**src/rtl/smbus_config_slave_params.svh**
```systemverilog
// smbus_config_slave_params.svh: offsets, fields, reset values and timing counts of the serial config port
// Functional notes
// accesses use a 7-bit address, then an 8-bit index, then an 8-bit data byte.
// every byte on the data line moves most significant bit first.
// write is start, address+0, ack, index, ack, data, ack, stop; one data byte only.
// read writes the index, restarts with address+1, returns one byte, host nacks and stops.
// registers change only after a complete valid write or read sequence.
// only the pin-selected address is acked; anything else gets silence and idle.
// the all-zero general call address is never acknowledged.
// a clock-low interval over 25ms resets the port, ready for start within 35ms.
// the port never holds the clock low and tolerates stretching by others.
// a start followed at once by a stop returns the port to idle.
// there is no alert output and no alert response address.
// in serial mode the hub waits forever and attaches only on command.
// pins shared with the eeprom port; serial mode disables eeprom loading.
// seventeen 8-bit read/write registers at indices 00h through 10h.
// writing 1 to status bit 2 restores defaults; the bit clears itself.
// status bit 1 is a write-once lock on registers 01h-10h, cleared by reset only.
// status bit 0 is write-once attach; the port powers down after its ack.
// the host writes only zeros to status bits 7:3.
// the host verifies the loaded data itself before locking it.
// registers 01h-06h hold vendor, product and device id low/high bytes, reset 00h.
// config byte one bit 7 selects self power unless dynamic switching uses the pin.
// undefined indices read 00h; writes to them do nothing and raise no error.
// after attach the port ignores all bus traffic until the reset pin.
`ifndef SMBUS_CONFIG_SLAVE_PARAMS_SVH
`define SMBUS_CONFIG_SLAVE_PARAMS_SVH

`define REG_STATUS_COMMAND 8'h00
`define REG_VENDOR_ID_LOW 8'h01
`define REG_VENDOR_ID_HIGH 8'h02
`define REG_PRODUCT_ID_LOW 8'h03
`define REG_PRODUCT_ID_HIGH 8'h04
`define REG_DEVICE_ID_LOW 8'h05
`define REG_DEVICE_ID_HIGH 8'h06
`define REG_CONFIG_BYTE_ONE 8'h07
`define REG_CONFIG_BYTE_TWO 8'h08
`define REG_FIXED_PORT_DEVICES 8'h09
`define REG_PORT_OFF_SELFPOWERED 8'h0A
`define REG_PORT_OFF_BUSPOWERED 8'h0B
`define REG_MAX_POWER_SELFPOWERED 8'h0C
`define REG_MAX_POWER_BUSPOWERED 8'h0D
`define REG_CTRL_CURRENT_SELFPOWERED 8'h0E
`define REG_CTRL_CURRENT_BUSPOWERED 8'h0F
`define REG_PORT_POWER_ON_DELAY 8'h10

`define STATUS_COMMAND_ATTACH_BIT 0
`define STATUS_COMMAND_LOCK_BIT 1
`define STATUS_COMMAND_SOFT_RESET_BIT 2
`define CONFIG_BYTE_ONE_SELF_POWER_BIT 7
`define CONFIG_BYTE_TWO_DYNAMIC_BIT 7

`define REG_RESET_VALUE 8'h00
`define UNDEF_READ_VALUE 8'h00
`define GENERAL_CALL_ADDR 7'h00
`define CFG_SEL_SERIAL_SLAVE 2'h1

`define REF_CLK_MHZ 25
`define T_TIMEOUT_MIN_US 25000
`define T_TIMEOUT_MAX_US 35000
`define TIMEOUT_CYCLES (`T_TIMEOUT_MIN_US * `REF_CLK_MHZ)

`endif

```
**src/rtl/smbus_config_slave_pkg.sv**
```systemverilog
// smbus_config_slave_pkg.sv: types of the serial config port
package smbus_config_slave_pkg;

  typedef enum logic [3:0] {
    ST_IDLE = 4'h0,
    ST_ADDR = 4'h1,
    ST_ADDR_ACK = 4'h3,
    ST_INDEX = 4'h2,
    ST_INDEX_ACK = 4'h6,
    ST_WR_DATA = 4'h7,
    ST_WR_ACK = 4'h5,
    ST_WAIT_STOP = 4'h4,
    ST_RD_DATA = 4'hC,
    ST_RD_ACK = 4'hD
  } serial_state_t;

endpackage : smbus_config_slave_pkg

```
**src/rtl/smbus_config_slave.sv**
```systemverilog
// smbus_config_slave.sv: serial slave that loads the hub configuration registers
`timescale 1ns/1ns
`include "smbus_config_slave_params.svh"

module smbus_config_slave
  import smbus_config_slave_pkg::*;
#(
  parameter int unsigned TIMEOUT_CYCLES = `TIMEOUT_CYCLES
) (
  input wire logic ref_clk,
  input wire logic rst,
  input wire logic scl_in,
  input wire logic sda_in,
  output logic sda_out,
  output logic sda_oe,
  input wire logic [6:0] slave_addr_pins,
  input wire logic config_source_select_hi,
  input wire logic config_source_select_lo,
  input wire logic self_power_sense_pin,
  output logic usb_attach,
  output logic config_lock,
  output logic eeprom_load_enable,
  output logic power_source_select,
  output logic [7:0] vendor_id_low_byte,
  output logic [7:0] vendor_id_high_byte,
  output logic [7:0] product_id_low_byte,
  output logic [7:0] product_id_high_byte,
  output logic [7:0] device_id_low_byte,
  output logic [7:0] device_id_high_byte,
  output logic [7:0] config_byte_one,
  output logic [7:0] config_byte_two,
  output logic [7:0] fixed_port_devices,
  output logic [7:0] port_off_selfpowered,
  output logic [7:0] port_off_buspowered,
  output logic [7:0] max_power_selfpowered,
  output logic [7:0] max_power_buspowered,
  output logic [7:0] controller_current_selfpowered,
  output logic [7:0] controller_current_buspowered,
  output logic [7:0] port_power_on_delay
);

  ////////////////////////////////////////////////////////////////////////////////
  // declarations
  logic scl_meta_ff, scl_sync_ff, scl_prev_ff;
  logic sda_meta_ff, sda_sync_ff, sda_prev_ff;
  logic [6:0] addr_meta_ff, addr_sync_ff;
  logic [1:0] sel_meta_ff, sel_sync_ff;
  logic sense_meta_ff, sense_sync_ff;
  logic scl_rise, scl_fall, start_det, stop_det;
  logic [31:0] low_cnt_ff;
  logic timeout, serial_mode_ff, active, commit_wr;
  serial_state_t state_ff;
  logic [3:0] bit_cnt_ff;
  logic [7:0] shift_ff, tx_ff, index_ff, wdata_ff, rd_val;
  logic got_index_ff, rd_ff, host_nack_ff, sda_oe_ff, sda_out_ff;
  logic soft_reset_ff, lock_ff, attach_ff, eeprom_en_ff, power_sel_ff;
  logic [7:0] cfg_ff [1:16];
  logic [127:0] cfg_flat;

  ////////////////////////////////////////////////////////////////////////////////
  // helpers
  function automatic logic idx_defined(input logic [7:0] idx);
    idx_defined = (idx >= `REG_VENDOR_ID_LOW) && (idx <= `REG_PORT_POWER_ON_DELAY);
  endfunction : idx_defined
  function automatic logic [7:0] read_reg(input logic [7:0] idx);
    logic [7:0] val;
    val = `UNDEF_READ_VALUE;
    // soft reset bit always reads back as zero
    if (idx == `REG_STATUS_COMMAND) begin
      val[`STATUS_COMMAND_LOCK_BIT] = lock_ff;
      val[`STATUS_COMMAND_ATTACH_BIT] = attach_ff;
    end else if (idx_defined(idx)) begin
      val = cfg_ff[idx[4:0]];
    end
    read_reg = val;
  endfunction : read_reg
  always_comb rd_val = read_reg(index_ff);

  ////////////////////////////////////////////////////////////////////////////////
  // pin synchronisers
  always_ff @(posedge ref_clk) begin
    if (rst) begin
      scl_meta_ff <= 1'b1;
      scl_sync_ff <= 1'b1;
      scl_prev_ff <= 1'b1;
      sda_meta_ff <= 1'b1;
      sda_sync_ff <= 1'b1;
      sda_prev_ff <= 1'b1;
    end else begin
      scl_meta_ff <= scl_in;
      scl_sync_ff <= scl_meta_ff;
      scl_prev_ff <= scl_sync_ff;
      sda_meta_ff <= sda_in;
      sda_sync_ff <= sda_meta_ff;
      sda_prev_ff <= sda_sync_ff;
    end
  end
  always_ff @(posedge ref_clk) begin
    if (rst) begin
      addr_meta_ff <= 7'h00;
      addr_sync_ff <= 7'h00;
      sel_meta_ff <= 2'h0;
      sel_sync_ff <= 2'h0;
      sense_meta_ff <= 1'b0;
      sense_sync_ff <= 1'b0;
    end else begin
      addr_meta_ff <= slave_addr_pins;
      addr_sync_ff <= addr_meta_ff;
      sel_meta_ff <= {config_source_select_hi, config_source_select_lo};
      sel_sync_ff <= sel_meta_ff;
      sense_meta_ff <= self_power_sense_pin;
      sense_sync_ff <= sense_meta_ff;
    end
  end

  assign scl_rise = scl_sync_ff & ~scl_prev_ff;
  assign scl_fall = ~scl_sync_ff & scl_prev_ff;
  assign start_det = scl_sync_ff & scl_prev_ff & sda_prev_ff & ~sda_sync_ff;
  assign stop_det = scl_sync_ff & scl_prev_ff & ~sda_prev_ff & sda_sync_ff;

  ////////////////////////////////////////////////////////////////////////////////
  // mode select and clock-low timeout
  // serial mode selection
  always_ff @(posedge ref_clk) begin
    if (rst) begin
      serial_mode_ff <= 1'b0;
      eeprom_en_ff <= 1'b1;
    end else begin
      serial_mode_ff <= (sel_sync_ff == `CFG_SEL_SERIAL_SLAVE);
      eeprom_en_ff <= (sel_sync_ff != `CFG_SEL_SERIAL_SLAVE);
    end
  end
  // powered down after attach
  assign active = serial_mode_ff & ~attach_ff;
  // clock-low interval count
  always_ff @(posedge ref_clk) begin
    if (rst) begin
      low_cnt_ff <= 32'h0000_0000;
    end else if (scl_sync_ff || state_ff == ST_IDLE || timeout) begin
      low_cnt_ff <= 32'h0000_0000;
    end else begin
      low_cnt_ff <= low_cnt_ff + 32'h0000_0001;
    end
  end
  // resets at the least timeout, well inside the latest allowed
  assign timeout = (low_cnt_ff >= TIMEOUT_CYCLES - 1);

  ////////////////////////////////////////////////////////////////////////////////
  // serial state machine; no clock drive exists, so stretching is never done
  always_ff @(posedge ref_clk) begin
    if (rst || soft_reset_ff || timeout || !active) begin
      state_ff <= ST_IDLE;
      bit_cnt_ff <= 4'h0;
      sda_oe_ff <= 1'b0;
      got_index_ff <= 1'b0;
      rd_ff <= 1'b0;
      shift_ff <= 8'h00;
      tx_ff <= 8'h00;
      index_ff <= 8'h00;
      wdata_ff <= 8'h00;
      host_nack_ff <= 1'b0;
    end else if (stop_det) begin
      // start then stop idles
      state_ff <= ST_IDLE;
      sda_oe_ff <= 1'b0;
      got_index_ff <= 1'b0;
    end else if (start_det) begin
      state_ff <= ST_ADDR;
      bit_cnt_ff <= 4'h0;
      sda_oe_ff <= 1'b0;
    end else begin
      unique case (state_ff)
        ST_IDLE: begin
          sda_oe_ff <= 1'b0;
        end
        ST_ADDR, ST_INDEX, ST_WR_DATA: begin
          // msb-first 8-bit shift in
          if (scl_rise) begin
            shift_ff <= {shift_ff[6:0], sda_sync_ff};
            bit_cnt_ff <= bit_cnt_ff + 4'h1;
          end
          if (scl_fall && bit_cnt_ff == 4'h8) begin
            bit_cnt_ff <= 4'h0;
            if (state_ff == ST_ADDR) begin
              // address match only
              if (shift_ff[7:1] != addr_sync_ff || shift_ff[7:1] == `GENERAL_CALL_ADDR) begin
                state_ff <= ST_IDLE;
                got_index_ff <= 1'b0;
              end else if (!shift_ff[0]) begin
                // write address starts a fresh access
                state_ff <= ST_ADDR_ACK;
                sda_oe_ff <= 1'b1;
                rd_ff <= 1'b0;
                got_index_ff <= 1'b0;
              end else if (got_index_ff) begin
                // read only after index
                state_ff <= ST_ADDR_ACK;
                sda_oe_ff <= 1'b1;
                rd_ff <= 1'b1;
              end else begin
                state_ff <= ST_IDLE;
              end
            end else if (state_ff == ST_INDEX) begin
              index_ff <= shift_ff;
              got_index_ff <= 1'b1;
              sda_oe_ff <= 1'b1;
              state_ff <= ST_INDEX_ACK;
            end else begin
              wdata_ff <= shift_ff;
              sda_oe_ff <= 1'b1;
              state_ff <= ST_WR_ACK;
            end
          end
        end
        ST_ADDR_ACK: begin
          if (scl_fall) begin
            bit_cnt_ff <= 4'h0;
            if (rd_ff) begin
              tx_ff <= rd_val;
              sda_oe_ff <= ~rd_val[7];
              state_ff <= ST_RD_DATA;
            end else begin
              sda_oe_ff <= 1'b0;
              state_ff <= ST_INDEX;
            end
          end
        end
        ST_INDEX_ACK: begin
          // a repeated start from here is caught above
          if (scl_fall) begin
            sda_oe_ff <= 1'b0;
            bit_cnt_ff <= 4'h0;
            state_ff <= ST_WR_DATA;
          end
        end
        ST_WR_ACK: begin
          if (scl_fall) begin
            sda_oe_ff <= 1'b0;
            state_ff <= ST_WAIT_STOP;
          end
        end
        ST_WAIT_STOP: begin
          // a second data byte is an invalid protocol
          if (scl_fall) begin
            state_ff <= ST_IDLE;
            got_index_ff <= 1'b0;
          end
        end
        ST_RD_DATA: begin
          if (scl_rise) begin
            bit_cnt_ff <= bit_cnt_ff + 4'h1;
          end
          // msb first shift out
          if (scl_fall) begin
            if (bit_cnt_ff == 4'h8) begin
              sda_oe_ff <= 1'b0;
              state_ff <= ST_RD_ACK;
            end else begin
              tx_ff <= {tx_ff[6:0], 1'b0};
              sda_oe_ff <= ~tx_ff[6];
            end
          end
        end
        ST_RD_ACK: begin
          if (scl_rise) begin
            host_nack_ff <= sda_sync_ff;
          end
          // only one byte; an ack from the host is invalid
          if (scl_fall) begin
            state_ff <= host_nack_ff ? ST_WAIT_STOP : ST_IDLE;
          end
        end
        default: begin
          state_ff <= ST_IDLE;
          sda_oe_ff <= 1'b0;
        end
      endcase
    end
  end

  // open drain: the data pin only ever pulls low
  always_ff @(posedge ref_clk) sda_out_ff <= 1'b0;

  ////////////////////////////////////////////////////////////////////////////////
  // register file
  // commit only on stop after a full write
  assign commit_wr = active & stop_det & ~timeout & ~soft_reset_ff & (state_ff == ST_WAIT_STOP) & ~rd_ff;
  // self-clearing soft reset
  always_ff @(posedge ref_clk) begin
    if (rst) begin
      soft_reset_ff <= 1'b0;
    end else begin
      soft_reset_ff <= commit_wr && index_ff == `REG_STATUS_COMMAND && wdata_ff[`STATUS_COMMAND_SOFT_RESET_BIT];
    end
  end
  // write-once bits, cleared by the reset pin only
  always_ff @(posedge ref_clk) begin
    if (rst) begin
      lock_ff <= 1'b0;
      attach_ff <= 1'b0;
    end else if (commit_wr && index_ff == `REG_STATUS_COMMAND) begin
      lock_ff <= lock_ff | wdata_ff[`STATUS_COMMAND_LOCK_BIT];
      attach_ff <= attach_ff | wdata_ff[`STATUS_COMMAND_ATTACH_BIT];
    end
  end
  // configuration bytes
  always_ff @(posedge ref_clk) begin
    if (rst || soft_reset_ff) begin
      for (int i = 1; i <= 16; i++) begin
        cfg_ff[i] <= `REG_RESET_VALUE;
      end
    end else if (commit_wr && !lock_ff && idx_defined(index_ff)) begin
      cfg_ff[index_ff[4:0]] <= wdata_ff;
    end
  end

  always_comb begin
    cfg_flat = 128'h0;
    for (int i = 1; i <= 16; i++) begin
      cfg_flat[(i - 1) * 8 +: 8] = cfg_ff[i];
    end
  end
  // power source choice
  always_ff @(posedge ref_clk) begin
    if (rst) begin
      power_sel_ff <= 1'b0;
    end else if (cfg_ff[8][`CONFIG_BYTE_TWO_DYNAMIC_BIT]) begin
      power_sel_ff <= sense_sync_ff;
    end else begin
      power_sel_ff <= cfg_ff[7][`CONFIG_BYTE_ONE_SELF_POWER_BIT];
    end
  end

  ////////////////////////////////////////////////////////////////////////////////
  // outputs; R12 attach stays low until commanded, R11 no alert pin
  assign sda_out = sda_out_ff;
  assign sda_oe = sda_oe_ff;
  assign usb_attach = attach_ff;
  assign config_lock = lock_ff;
  assign eeprom_load_enable = eeprom_en_ff;
  assign power_source_select = power_sel_ff;
  assign vendor_id_low_byte = cfg_ff[1];
  assign vendor_id_high_byte = cfg_ff[2];
  assign product_id_low_byte = cfg_ff[3];
  assign product_id_high_byte = cfg_ff[4];
  assign device_id_low_byte = cfg_ff[5];
  assign device_id_high_byte = cfg_ff[6];
  assign config_byte_one = cfg_ff[7];
  assign config_byte_two = cfg_ff[8];
  assign fixed_port_devices = cfg_ff[9];
  assign port_off_selfpowered = cfg_ff[10];
  assign port_off_buspowered = cfg_ff[11];
  assign max_power_selfpowered = cfg_ff[12];
  assign max_power_buspowered = cfg_ff[13];
  assign controller_current_selfpowered = cfg_ff[14];
  assign controller_current_buspowered = cfg_ff[15];
  assign port_power_on_delay = cfg_ff[16];

  ////////////////////////////////////////////////////////////////////////////////
  // assertions
  a_general_call_quiet: assert property (@(posedge ref_clk) disable iff (rst)
    (state_ff == ST_ADDR && scl_fall && bit_cnt_ff == 4'h8 && shift_ff[7:1] == `GENERAL_CALL_ADDR)
    |=> !sda_oe_ff [*2])
    else $error("general call was acknowledged");
  a_addr_mismatch_idle: assert property (@(posedge ref_clk) disable iff (rst)
    (state_ff == ST_ADDR && scl_fall && bit_cnt_ff == 4'h8 && shift_ff[7:1] != addr_sync_ff && !start_det)
    |=> state_ff == ST_IDLE && !sda_oe_ff)
    else $error("foreign address not ignored");
  a_cfg_only_on_commit: assert property (@(posedge ref_clk) disable iff (rst)
    !$stable(cfg_flat) |-> $past(commit_wr) || $past(soft_reset_ff))
    else $error("config changed without a valid write");
  a_lock_blocks_write: assert property (@(posedge ref_clk) disable iff (rst)
    (commit_wr && lock_ff) |=> $stable(cfg_flat))
    else $error("locked register was written");
  a_lock_sticky: assert property (@(posedge ref_clk) disable iff (rst)
    lock_ff |=> lock_ff && $stable(lock_ff))
    else $error("lock bit cleared without reset");
  a_soft_reset_clears: assert property (@(posedge ref_clk) disable iff (rst)
    soft_reset_ff |=> cfg_flat == 128'h0 && !soft_reset_ff && state_ff == ST_IDLE)
    else $error("soft reset did not restore defaults");
  a_attach_on_write: assert property (@(posedge ref_clk) disable iff (rst)
    (commit_wr && index_ff == `REG_STATUS_COMMAND && wdata_ff[`STATUS_COMMAND_ATTACH_BIT]) |=> attach_ff)
    else $error("attach command not taken");
  a_attach_sleeps: assert property (@(posedge ref_clk) disable iff (rst)
    attach_ff |-> state_ff == ST_IDLE && !sda_oe_ff)
    else $error("port active after attach");
  a_timeout_idle: assert property (@(posedge ref_clk) disable iff (rst)
    timeout |=> state_ff == ST_IDLE && !sda_oe_ff && low_cnt_ff == 32'h0)
    else $error("clock-low timeout did not reset port");
  a_start_stop_idle: assert property (@(posedge ref_clk) disable iff (rst)
    (state_ff == ST_ADDR && bit_cnt_ff <= 4'h1 && stop_det) |=> state_ff == ST_IDLE)
    else $error("start then stop did not idle");

endmodule : smbus_config_slave

```
**config.mk**
```make
export PLATFORM = sky130hd
export DESIGN_NAME = smbus_config_slave
export DESIGN_NICKNAME = d
export VERILOG_FILES = /design/src/rtl/smbus_config_slave_pkg.sv /design/src/rtl/smbus_config_slave.sv
export VERILOG_INCLUDE_DIRS = /design/src /design/src/rtl
export SDC_FILE = /design/constraint.sdc
export NUM_CORES = 1
export LEC_CHECK = 0
export BUFFER_PORTS_ARGS = -buffer_cell sky130_fd_sc_hd__buf_2
export CAP_MARGIN = 30
export CORE_MARGIN = 4
export CORE_UTILIZATION = 61
export CTS_BUF_LIST = sky130_fd_sc_hd__clkbuf_4 sky130_fd_sc_hd__clkbuf_8
export DETAILED_ROUTE_END_ITERATION = 16
export PLACE_DENSITY_LB_ADDON = 0.1
export SLEW_MARGIN = 30
export SYNTH_ARGS = -nofsm -noshare
export SYNTH_HDL_FRONTEND = slang
export SYNTH_SLANG_ARGS = --single-unit
```
**constraint.sdc**
```tcl
create_clock -name ref_clk -period 3.7 [get_ports ref_clk]
set_clock_uncertainty 0.05 [all_clocks]
set_input_delay 0.925 -clock ref_clk [delete_from_list [all_inputs] [get_ports ref_clk]]
set_output_delay 0.925 -clock ref_clk [all_outputs]
set_load 0.005 [all_outputs]
```
**Word-level counts from Yosys, hierarchy flattened**

Memories as Yosys holds them, arrays and structs flattened. A register that Yosys moved wholly into a read port is not among the register bits.
Index checks and enable logic that the tools add are counted.

- $add $sub $neg: 2
- Reductions and logical operators: 39
- Equal/unequal tests: 39
- $lt $le $gt $ge: 3
- Muxes and demuxes: 58
- Bitwise operators: 32

Operators with widths:

| operator | count |
|---|---|
| 4-bit two-way mux | 13 |
| 32-bit by 1-bit adder with 32-bit output (second input constant) | 1 |
| 32-bit by 20-bit >= comparator with 1-bit output (second input constant) | 1 |
| 4-bit case mux with 8 select lines | 1 |
| 3-bit inequality test (second input constant) | 10 |
| 7-bit two-way mux | 4 |
| 1-bit two-way mux | 24 |
| 2-bit inequality test (second input constant) | 11 |
| 7-bit AND reduction | 3 |
| 6-bit AND reduction | 3 |
| 9-bit AND reduction | 2 |
| 1-bit inverter | 17 |
| 4-bit by 3-bit == test with 1-bit output (second input constant) | 4 |
| 8-bit two-way mux | 2 |
| 5-bit two-way mux | 3 |
| 7-bit case mux with 2 select lines | 1 |
| 1-bit bitwise AND | 13 |
| 4-bit == test (second input constant) | 3 |
| 4-bit case mux with 3 select lines | 1 |
| 2-bit two-way mux | 5 |
| 2-bit OR reduction | 5 |
| 4-bit by 2-bit == test with 1-bit output (second input constant) | 2 |
| 8-bit by 1-bit >= comparator with 1-bit output (second input constant) | 1 |
| 8-bit by 5-bit <= comparator with 1-bit output (second input constant) | 1 |
| 24 further kinds | 42 |

- Output and inout bits: 134
- Bits in registers: 107
- Memories kept: 1
- RAM bits: 128
- Input port bits: 14

Memories:

| memory | words | bits a word | read ports | clocked after Yosys merged registers in | wr ports | line | text |
|---|---|---|---|---|---|---|---|
| cfg_ff | 16 | 8 | 17 | 1 | 16 | smbus_config_slave.sv:57 | `logic [7:0] cfg_ff [1:16];` |

**Longest topological paths before layout**

Gate-level depths: netlist of the first run.

- Depth in word-level cells: 15
- Depth in mapped cells: 9

**Worst setup path after synthesis of the first run**

OpenSTA, ideal clock, no wires.

- Kind: input port to flip-flop
- From: input rst
- To: memory cfg_ff[1][0] (enable)
- Buffers on the path: 1
- Cell stages on the path: 5
- Setup time: 0.387 ns
- Data arrival time: 2.433 ns
- Path slack: 0.831 ns
- Cell sequence: nor3_1 nand3_2 or2_1 buf_2 o31ai_1

RTL lines:

| element | line | text |
|---|---|---|
| from (decl) | smbus_config_slave.sv:11 | `input wire logic rst,` |
| to (decl) | smbus_config_slave.sv:57 |  |

==> results of run 1 <==
## flip-flops by register name, summed over array words and instances (netlist names), 2 cells and up, named ones only
name	flops
bit_cnt_ff	4
addr_meta_ff	7
addr_sync_ff	7
sel_meta_ff	2
low_cnt_ff	32
state_ff	4
wdata_ff	8
cfg_ff	256
index_ff	8
sel_sync_ff	2
tx_ff	7
shift_ff	8
## synth_stat cells (3+ instances only)
cell type  instances  share of area, %
edfxtp_1         256                50
nor2_1           129               3.2
dfxtp_1          112                15
nand2_1           83               2.0
nor3_1            75               2.5
mux4_2            54               8.0
mux2i_1           40               2.6
clkbuf_1          37              0.91
a21oi_1           31               1.0
nor2b_1           31               1.3
xor2_1            21               1.2
nand3_1           19              0.62
o21ai_0           19              0.62
buf_2             18              0.59
and2_1            17              0.70
inv_1             13              0.32
nand2b_1          13              0.53
a211oi_1          12              0.59
mux4_1            12               2.1
a311oi_1           9              0.52
nand4_1            9              0.37
xnor2_1            9              0.52
buf_1              8              0.20
nor4_1             8              0.33
or2_2              8              0.33
buf_4              6              0.30
a211o_1            5              0.29
o31ai_1            5              0.25
or3_1              5              0.20
or4_1              5              0.25
and3_1             4              0.16
a21o_1             3              0.15
and4_1             3              0.17
ha_1               3              0.25
nand3b_1           3              0.15
o21a_1             3              0.15
## per-stage QoR
stage	total power [mW]	utilization [%]	hold WS [ns]
after global routing	8.641	74.04	0.3534
after CTS	8.404	74.03	0.3450
after global placement	4.933	69.15	0.3336
final	8.349	74.04	0.3393
after detailed placement	4.941	69.15	0.3320
after floorplan	4.770	-	0.3133
## metal layers
layer / vias up / global-route usage, %
met5: - / 0
met4: 0 / 8.680
met3: 83 / 6.213
met2: 590 / 42.17
met1: 5014 / 38.27
li1: 4685 / -
## power breakdown
group	total, mW	internal, mW	switching [mW]
logic	0.263	0.119	0.144
clock network	3.48	1.93	1.55
registers	4.60	4.52	0.0811
## worst max-delay path by stage
| stage | cells past startpoint | startpoint | slack (ns) | end |
|---|---|---|---|---|
| 2_1_floorplan | 5 | rst | 0.83 | cfg_ff[1][0] |
| 3_3_place_gp | 6 | rst | 0.78 | cfg_ff[1][2] |
| 3_5_place_dp | 7 | index_ff[0] | 0.72 | cfg_ff[1][6] |
| 4_1_cts | 7 | index_ff[0] | 0.70 | cfg_ff[1][6] |
| 5_1_grt | 7 | index_ff[0] | 0.45 | cfg_ff[9][1] |
| 6_report | 7 | index_ff[0] | 0.68 | cfg_ff[1][3] |
## area by class of cell
| type | count | area (sq um) |
|---|---|---|
| clock buffers | 79 | 980.9 |
| clock inverters | 29 | 211.5 |
| multi-input cells | 804 | 5482 |
| inverters | 14 | 52.55 |
| fillers | 1665 | 6351 |
| repair buffers | 184 | 1041 |
| flip-flops and latches | 368 | 9938 |
| well taps | 324 | 405.4 |
## kinds of logic (layout without fill, tap and decap cells)
kind of cell / Yosys count / after routing
fa+ha+maj: 3 / 3
mux: 106 / 106
compound gates: 102 / 102
other cells: 1 / 141
flops: 368 / 368
xor+xnor: 30 / 30
simple gates: 422 / 422
buf+inv: 85 / 306
==> out/metrics.cfg, run 1 <==
[outcome]
status = complete, no violations

[layout]
leading_cell_type_in_the_layout_fill_and_taps_excluded = edfxtp_1
final_cell_mix = 256 x edfxtp_1, 146 x buf_2, 141 x conb_1
areaGrowthSynthToFinish_pct = 18.65
finish.net_count = 1446
insertedDiodeCount = 0
drive_above_1_share_pct = 23.68
final_cell_area_sq_um = 18110
final_cells = 1802

[sta]
final.setup.tns_ns = 0
grt_setup_unrepaired = no
final-max-slew-violation-count = 0
postLayoutSetupSlackWorst_ns = 0.6751
fin_crit_sh_pct = 81.75
tightestPinTransition_ns = 0.9736
worst_slew_margin_relative_to_its_limit_pct = 34.96
hold_violations = 0
layout_min_cycle_time_ns = 3.025
fmax_mhz = 330.6
setup_viol = 0

[detailed_routing]
vias_per_cell = 5.756
detail_route.iter0.violations = 1004
route.final.wire_length_mm = 37.62
post-route-drc-count = 0
highest-signal-layer = met4
drt-wirelength-per-cell_um = 20.88
route.vias.total = 10370
detail-route-antenna-nets = 0
met3_wirelength_mm = 4.215
route.met2.wl_mm = 17.59
wl_met1_mm = 14.72
iteration_count_of_the_initial_detailed_routing_pass = 5

[clocking]
cts_tree = built
clock_tree.buffer_depth = 3
post_cts_hold_buffer_count = 0
register_clock_pin_slew_on_the_reported_worst_setup_and_hold_paths_ns = 0.06
worstSkewPairLatency_ns = 0.58
cts_buffers = 57
cts_root_buffer = clkbuf_8
numClockSinks = 368
post-cts-setup-buffers = 0
postCtsResizedCells = 0
cts-htree-levels = 2

[run]
cap_violations = 0

[floorplan]
io_pins = 148
fp-row-count = 57
die-area_sq_um = 27620
die_width_um = 166.2
design.core.area_sq_um = 24460
initial_utilization_pct = 62.40
die_y_um = 166.2

[logic_synthesis]
ys_warn_count = 0
xor_xnor_share_of_the_synthesized_area_pct = 1.721
synth_edf_count = 256
synth_top_family_by_area = simple AND/OR/NAND/NOR gates
synth_cells = 1117
synth.distinct_cells = 57
synthesized_area_fraction_occupied_by_ao_oa_aoi_and_oai_cells_pct = 4.443
post_synth.cell_area_avg_sq_um = 13.67
post_synth_and_or_nand_nor_area_fraction_pct = 13.38
share_of_async_settable_or_async_resettable_flops_after_synthesis_pct = 0
synthMuxAreaShare_pct = 12.66
synth_sequential_area_ratio_pct = 65.05
ys.flop_type = edfxtp_1
synthesis_stage_register_bit_count = 368
synth.cell_area_sq_um = 15260
post_synth_fa_ha_maj_area_fraction_pct = 0.2459

[power]
power-per-cell-area_nw_per_um2 = 461.0
ir_drop_uv = 433.1
p_leak_nw = 6.713

[worst_setup_path]
r2r-start = index_ff[0]
cp_startpoint_kind = register
worst_ep_required_time_ns = 3.94
ff2ff_path_depth = 7
timing.critical_path.slowest_cell_delay_ns = 0.56
cpLargestDelayFamily = simple AND/OR/NAND/NOR gates
arrival_ns = 3.27
end_kind = register
cp_cell_sequence = nor4_1 -> xnor2_1 -> nor4b_2 -> nand3_1 -> or2_1 -> o31ai_1 -> buf_4
cp_buf_inv_count = 1
timing.critical_path.slowest_stage_cell = or2_1
path_max_fanout = 21
reg2reg_setup_slack_ns = 0.68
endpoint_of_the_most_critical_register_to_register_path = cfg_ff[1][3]
worstSetupPathType = register to register

[grt]
grt.overflow.total = 0
grt_antenna_before_repair = 0
grt_use_total_pct = 27.00
pin_count_of_the_biggest_net_entering_global_routing = 78
grt_pass1_vias = 10210
grt_pass1_wl_mm = 58.07

[place]
place.gp.congestion = 0.9263
placedInstanceArea_sq_um = 16920
portBuffers = 146
dpl.cell_count = 1694
preCtsSetupSlack_ns = 0.7171
dp_hpwl_mm = 26.37

[min_path]
min_path_cells = 1
holdPathEnd = eeprom_load_enable
worstHoldStart = sel_sync_ff[0]
hp-class = register to register

(Power assumes the default switching activity.)
==> run 2: changes to the inputs <==
--- a/config.mk
+++ b/config.mk
@@ -9,7 +9,7 @@
 export BUFFER_PORTS_ARGS = -buffer_cell sky130_fd_sc_hd__buf_2
 export CAP_MARGIN = 30
 export CORE_MARGIN = 4
-export CORE_UTILIZATION = 61
+export CORE_UTILIZATION = 55
 export CTS_BUF_LIST = sky130_fd_sc_hd__clkbuf_4 sky130_fd_sc_hd__clkbuf_8
 export DETAILED_ROUTE_END_ITERATION = 16
 export PLACE_DENSITY_LB_ADDON = 0.1
==> constraint.sdc (replaced) <==
create_clock -name ref_clk -period 2.6 [get_ports ref_clk]
set_clock_uncertainty 0.05 [all_clocks]
set_input_delay 0.65 -clock ref_clk [delete_from_list [all_inputs] [get_ports ref_clk]]
set_output_delay 0.65 -clock ref_clk [all_outputs]
set_load 0.005 [all_outputs]
==> out/metrics.cfg, run 2 (same netlist as run 1, synthesis figures left out) <==
[layout]
areaGrowthSynthToFinish_pct = 22.25
multi_input_area_sq_um = 5522
leading_cell_type_in_the_layout_fill_and_taps_excluded = edfxtp_1
finish.net_count = 1494
final_cells = 1896
fillers = 2042
registers.top_by_ff_count = cfg_ff
largest_reg_flops = 256
biggestRegsByFlops = cfg_ff x256, low_cnt_ff x32
final_cell_mix = 256 x edfxtp_1, 146 x buf_2, 141 x conb_1
seq_area_sq_um = 9937
insertedDiodeCount = 0
drive_above_1_share_pct = 26.51

[sta]
fin_crit_sh_pct = 95.53
grt_setup_unrepaired = no
postLayoutSetupSlackWorst_ns = 0.1162
worst_slew_margin_relative_to_its_limit_pct = 41.42
worst_hold_slack_ns = 0.1991
hold_violations = 0
final-max-slew-violation-count = 0
fmax_mhz = 402.6
tightestPinTransition_ns = 0.8775
setup_viol = 0
layout_min_cycle_time_ns = 2.484

[worst_setup_path]
cp_cell_sequence = mux4_1 -> mux4_2 -> nor2_1 -> nor2_1 -> a221oi_2 -> nor3_1
worst_ep_required_time_ns = 3.00
worst_path_most_repeated_cell = nor2_1
end_kind = register
arrival_ns = 2.88
cp_startpoint_kind = register
path_max_fanout = 21
timing.critical_path.slowest_cell_delay_ns = 0.63
worstSetupPathType = register to register
timing.critical_path.slowest_stage_cell = mux4_1

[clocking]
numClockSinks = 368
worstSkewPairLatency_ns = 0.61
cts_tree = built
cts_buffers = 59
cts_root_buffer = clkbuf_8
register_clock_pin_slew_on_the_reported_worst_setup_and_hold_paths_ns = 0.07
clock_tree.buffer_depth = 3
cts-htree-levels = 2

[run]
cap_violations = 0

[floorplan]
fp-row-count = 60
die_width_um = 174.6
die-area_sq_um = 30480
io_pins = 148
initial_utilization_pct = 56.33
design.core.area_sq_um = 27100
die_y_um = 174.6

[detailed_routing]
detail_route.iter0.violations = 993
drt-wirelength-per-cell_um = 20.23
route.final.wire_length_mm = 38.36
vias_per_cell = 5.507
iteration_count_of_the_initial_detailed_routing_pass = 5
post-route-drc-count = 0
detail-route-antenna-nets = 0
route.vias.total = 10440

[power]
power-per-cell-area_nw_per_um2 = 651.5
finalPower_mw = 12.16
ir_drop_uv = 456.7
p_leak_nw = 7.007

[place]
dpl.cell_count = 1787
preCtsSetupSlack_ns = 0.09066
portBuffers = 146
place.gp.congestion = 0.8827
dp_hpwl_mm = 26.81

[grt]
grt_pass1_wl_mm = 59.98
grt_antenna_before_repair = 1
grt.overflow.total = 0
grt_use_total_pct = 25.31
pin_count_of_the_biggest_net_entering_global_routing = 34
grt_pass1_vias = 10500

[outcome]
status = complete, no violations

[min_path]
hp-class = input pin to register

run 2: repair_timing:
action,CTS,global route
hold buffers,0,0
buffers inserted,0,1
resized for setup,0,4
endpoints found under the setup margin,0,52
run 2: per-layer routing:
metal  vias to the layer above  GRT usage (%)  share of wire, %
li1                       4782              -                 -
met1                      5040          35.61                40
met2                       526          40.07                47
met3                        90          5.885                10
met4                         4          7.234               2.9
met5                         -          1.122              0.13
run 2: worst max-delay path: cells and delay by family (launching register included):
kind,cells,cell delay [ns]
DFF,1,0.60
and+or+nand+nor,3,0.28
muxes,2,1.16
AOI/OAI and AO/OA,1,0.23
run 2: cell type report:
type / instances / area share, %
inverter: 14 / 0.2816
clock buffer: 84 / 5.592
timing repair buffer: 230 / 7.630
sequential: 368 / 53.25
clock inverter: 24 / 1.160
tap: 372 / 2.494
multi-input combinational: 804 / 29.59
run 2: worst paths after layout:
path	start	to	slack [ns]	cells past startpoint
min reg2reg	sel_sync_ff[0]	eeprom_load_enable	0.34	1
max	register	tx_ff[1]	0.12	6
max reg2reg	register	tx_ff[1]	0.12	6
min	scl_in	scl_meta_ff	0.20	2
run 2: per-stage QoR:
stage                     cell area [sq um]  setup TNS (ns)  utilization, %
after detailed placement              17380               0           64.12
after floorplan                       15820          -2.805               -
after CTS                             18640               0           68.77
after global routing                  18660               0           68.86
final                                 18660               0           68.86
after global placement                17380               0           64.12
run 2: power breakdown:
part | leakage, nW | total, mW | switching [mW] | internal, mW
Sequential | 3.50 | 6.54 | 0.107 | 6.43
Clock | 0.670 | 5.24 | 2.26 | 2.98
Combinational | 2.83 | 0.382 | 0.204 | 0.177
==> run 3: changes to the inputs <==
--- a/config.mk
+++ b/config.mk
@@ -6,7 +6,7 @@
 export SDC_FILE = /design/constraint.sdc
 export NUM_CORES = 1
 export LEC_CHECK = 0
-export BUFFER_PORTS_ARGS = -buffer_cell sky130_fd_sc_hd__buf_2
+export BUFFER_PORTS_ARGS = -buffer_cell sky130_fd_sc_hd__buf_4
 export CAP_MARGIN = 30
 export CORE_MARGIN = 4
 export CORE_UTILIZATION = 55
==> out/metrics.cfg, run 3 (same netlist as run 1, synthesis figures left out) <==
[min_path]
holdPathEnd = scl_meta_ff
min_path_cells = 2
worstHoldStart = scl_in
hp-class = input pin to register

[detailed_routing]
detail-route-antenna-nets = 0
route.final.wire_length_mm = 38.57
route.vias.total = 10550
post-route-drc-count = 0
vias_per_cell = 5.563
drt-wirelength-per-cell_um = 20.34
iteration_count_of_the_initial_detailed_routing_pass = 6
detail_route.iter0.violations = 1135

[clocking]
cts_tree = built
numClockSinks = 368
clock_tree.buffer_depth = 3
cts-htree-levels = 2
register_clock_pin_slew_on_the_reported_worst_setup_and_hold_paths_ns = 0.06
cts_root_buffer = clkbuf_8
post_cts_hold_buffer_count = 0
post-cts-setup-buffers = 0
cts_buffers = 58
worstSkewPairLatency_ns = 0.59

[power]
power-per-cell-area_nw_per_um2 = 638.8
ir_drop_uv = 465.6
finalPower_mw = 12.15
p_leak_nw = 7.122

[sta]
grt_setup_unrepaired = no
fin_crit_sh_pct = 95.08
postLayoutSetupSlackWorst_ns = 0.1280
layout_min_cycle_time_ns = 2.472
worst_slew_margin_relative_to_its_limit_pct = 43.20
hold_violations = 0
fmax_mhz = 404.5
tightestPinTransition_ns = 0.8509
final-max-slew-violation-count = 0
setup_viol = 0

[worst_setup_path]
timing.critical_path.slowest_cell_delay_ns = 0.64
reg2reg_setup_slack_ns = 0.13
worstSetupPathType = register to register
cp_startpoint_kind = register
timing.critical_path.slowest_stage_cell = mux4_1
worst_path_most_repeated_cell = nor2_1
cp_buf_inv_count = 0
end_kind = register
arrival_ns = 2.86
endpoint_of_the_most_critical_register_to_register_path = tx_ff[1]
path_max_fanout = 22
worst_ep_required_time_ns = 2.99
cpLargestDelayFamily = multiplexers
cp_cell_sequence = mux4_1 -> mux4_2 -> nor2_1 -> nor2_1 -> a221oi_2 -> nor3_1
ff2ff_path_depth = 6

[run]
cap_violations = 0

[place]
portBuffers = 146
place.gp.congestion = 0.8740
dp_hpwl_mm = 26.94
preCtsSetupSlack_ns = 0.05028

[floorplan]
design.core.area_sq_um = 27100
fp-row-count = 60
die-area_sq_um = 30480
die_width_um = 174.6
initial_utilization_pct = 56.33
io_pins = 148
die_y_um = 174.6

[layout]
insertedDiodeCount = 0
leading_cell_type_in_the_layout_fill_and_taps_excluded = edfxtp_1
finish.net_count = 1498
final_cell_mix = 256 x edfxtp_1, 232 x buf_4, 141 x conb_1
largest_reg_flops = 256
fillers = 1956
areaGrowthSynthToFinish_pct = 24.57
drive_above_1_share_pct = 26.90
biggestRegsByFlops = cfg_ff x256, low_cnt_ff x32
registers.top_by_ff_count = cfg_ff

[grt]
grt.overflow.total = 0
grt_pass1_wl_mm = 59.91
pin_count_of_the_biggest_net_entering_global_routing = 34
grt_use_total_pct = 25.26
grt_antenna_before_repair = 0
grt_pass1_vias = 10440

[outcome]
status = complete, no violations

==> run 3: cell count changes in the layout (fill, tap and decap cells not counted), sizes merged <==
cell	change
clkbuf	+2
buf	+5
clkinvlp	+1
clkinv	-8
==> run 3: area by class of cell <==
cell class	instances	area, sq um	area share, %
Clock inverter	17	187.7	0.9870
Timing Repair Buffer	235	1802	9.476
Sequential cell	368	9937	52.26
Multi-Input combinational cell	804	5524	29.05
Inverter	14	52.55	0.2764
Tap cell	372	465.4	2.448
Clock buffer	86	1046	5.501
==> run 3: timing repair <==
action / 4_1_cts / 5_1_grt
endpoints found under the setup margin: 0 / 97
endpoints found under the hold margin: 0 / 0
resized for setup: 0 / 7
==> run 3: worst max path at each step <==
| stage | start | to | cells after the start |
|---|---|---|---|
| floorplan | low_cnt_ff[24] | cfg_ff[5][0] | 7 |
| global placement | index_ff[1] | cfg_ff[9][0] | 7 |
| detailed placement | index_ff[1] | cfg_ff[9][0] | 7 |
| CTS | index_ff[1] | cfg_ff[9][4] | 7 |
| global route | low_cnt_ff[24] | cfg_ff[10][2] | 8 |
| finish | register | tx_ff[1] | 6 |
==> run 3: per-stage QoR <==
| stage | hold slack [ns] | area, sq um | setup TNS [ns] | utilization, % | std cells |
|---|---|---|---|---|---|
| floorplan | 0.3133 | 15820 | -2.805 | - | 1257 |
| global placement | 0.3259 | 17760 | 0 | 65.54 | 1793 |
| detailed placement | 0.3294 | 17760 | 0 | 65.54 | 1793 |
| CTS | 0.1673 | 18990 | 0 | 70.09 | 1896 |
| global route | 0.1810 | 19010 | 0 | 70.16 | 1896 |
| finish | 0.2029 | 19010 | 0 | 70.16 | 1896 |
==> run 3: per-layer routing <==
layer	global-route usage [%]	vias to the layer above	part of all wire, %
met4	8.052	0	3.0
met5	0	-	0
li1	-	4786	-
met1	35.61	5152	41
met2	40.25	525	47
met3	4.976	84	8.5
==> run 3: power by group <==
part | switching (mW) | total (mW) | internal, mW
Clock | 2.19 | 5.16 | 2.96
Combinational | 0.204 | 0.440 | 0.236
Sequential | 0.116 | 6.55 | 6.43
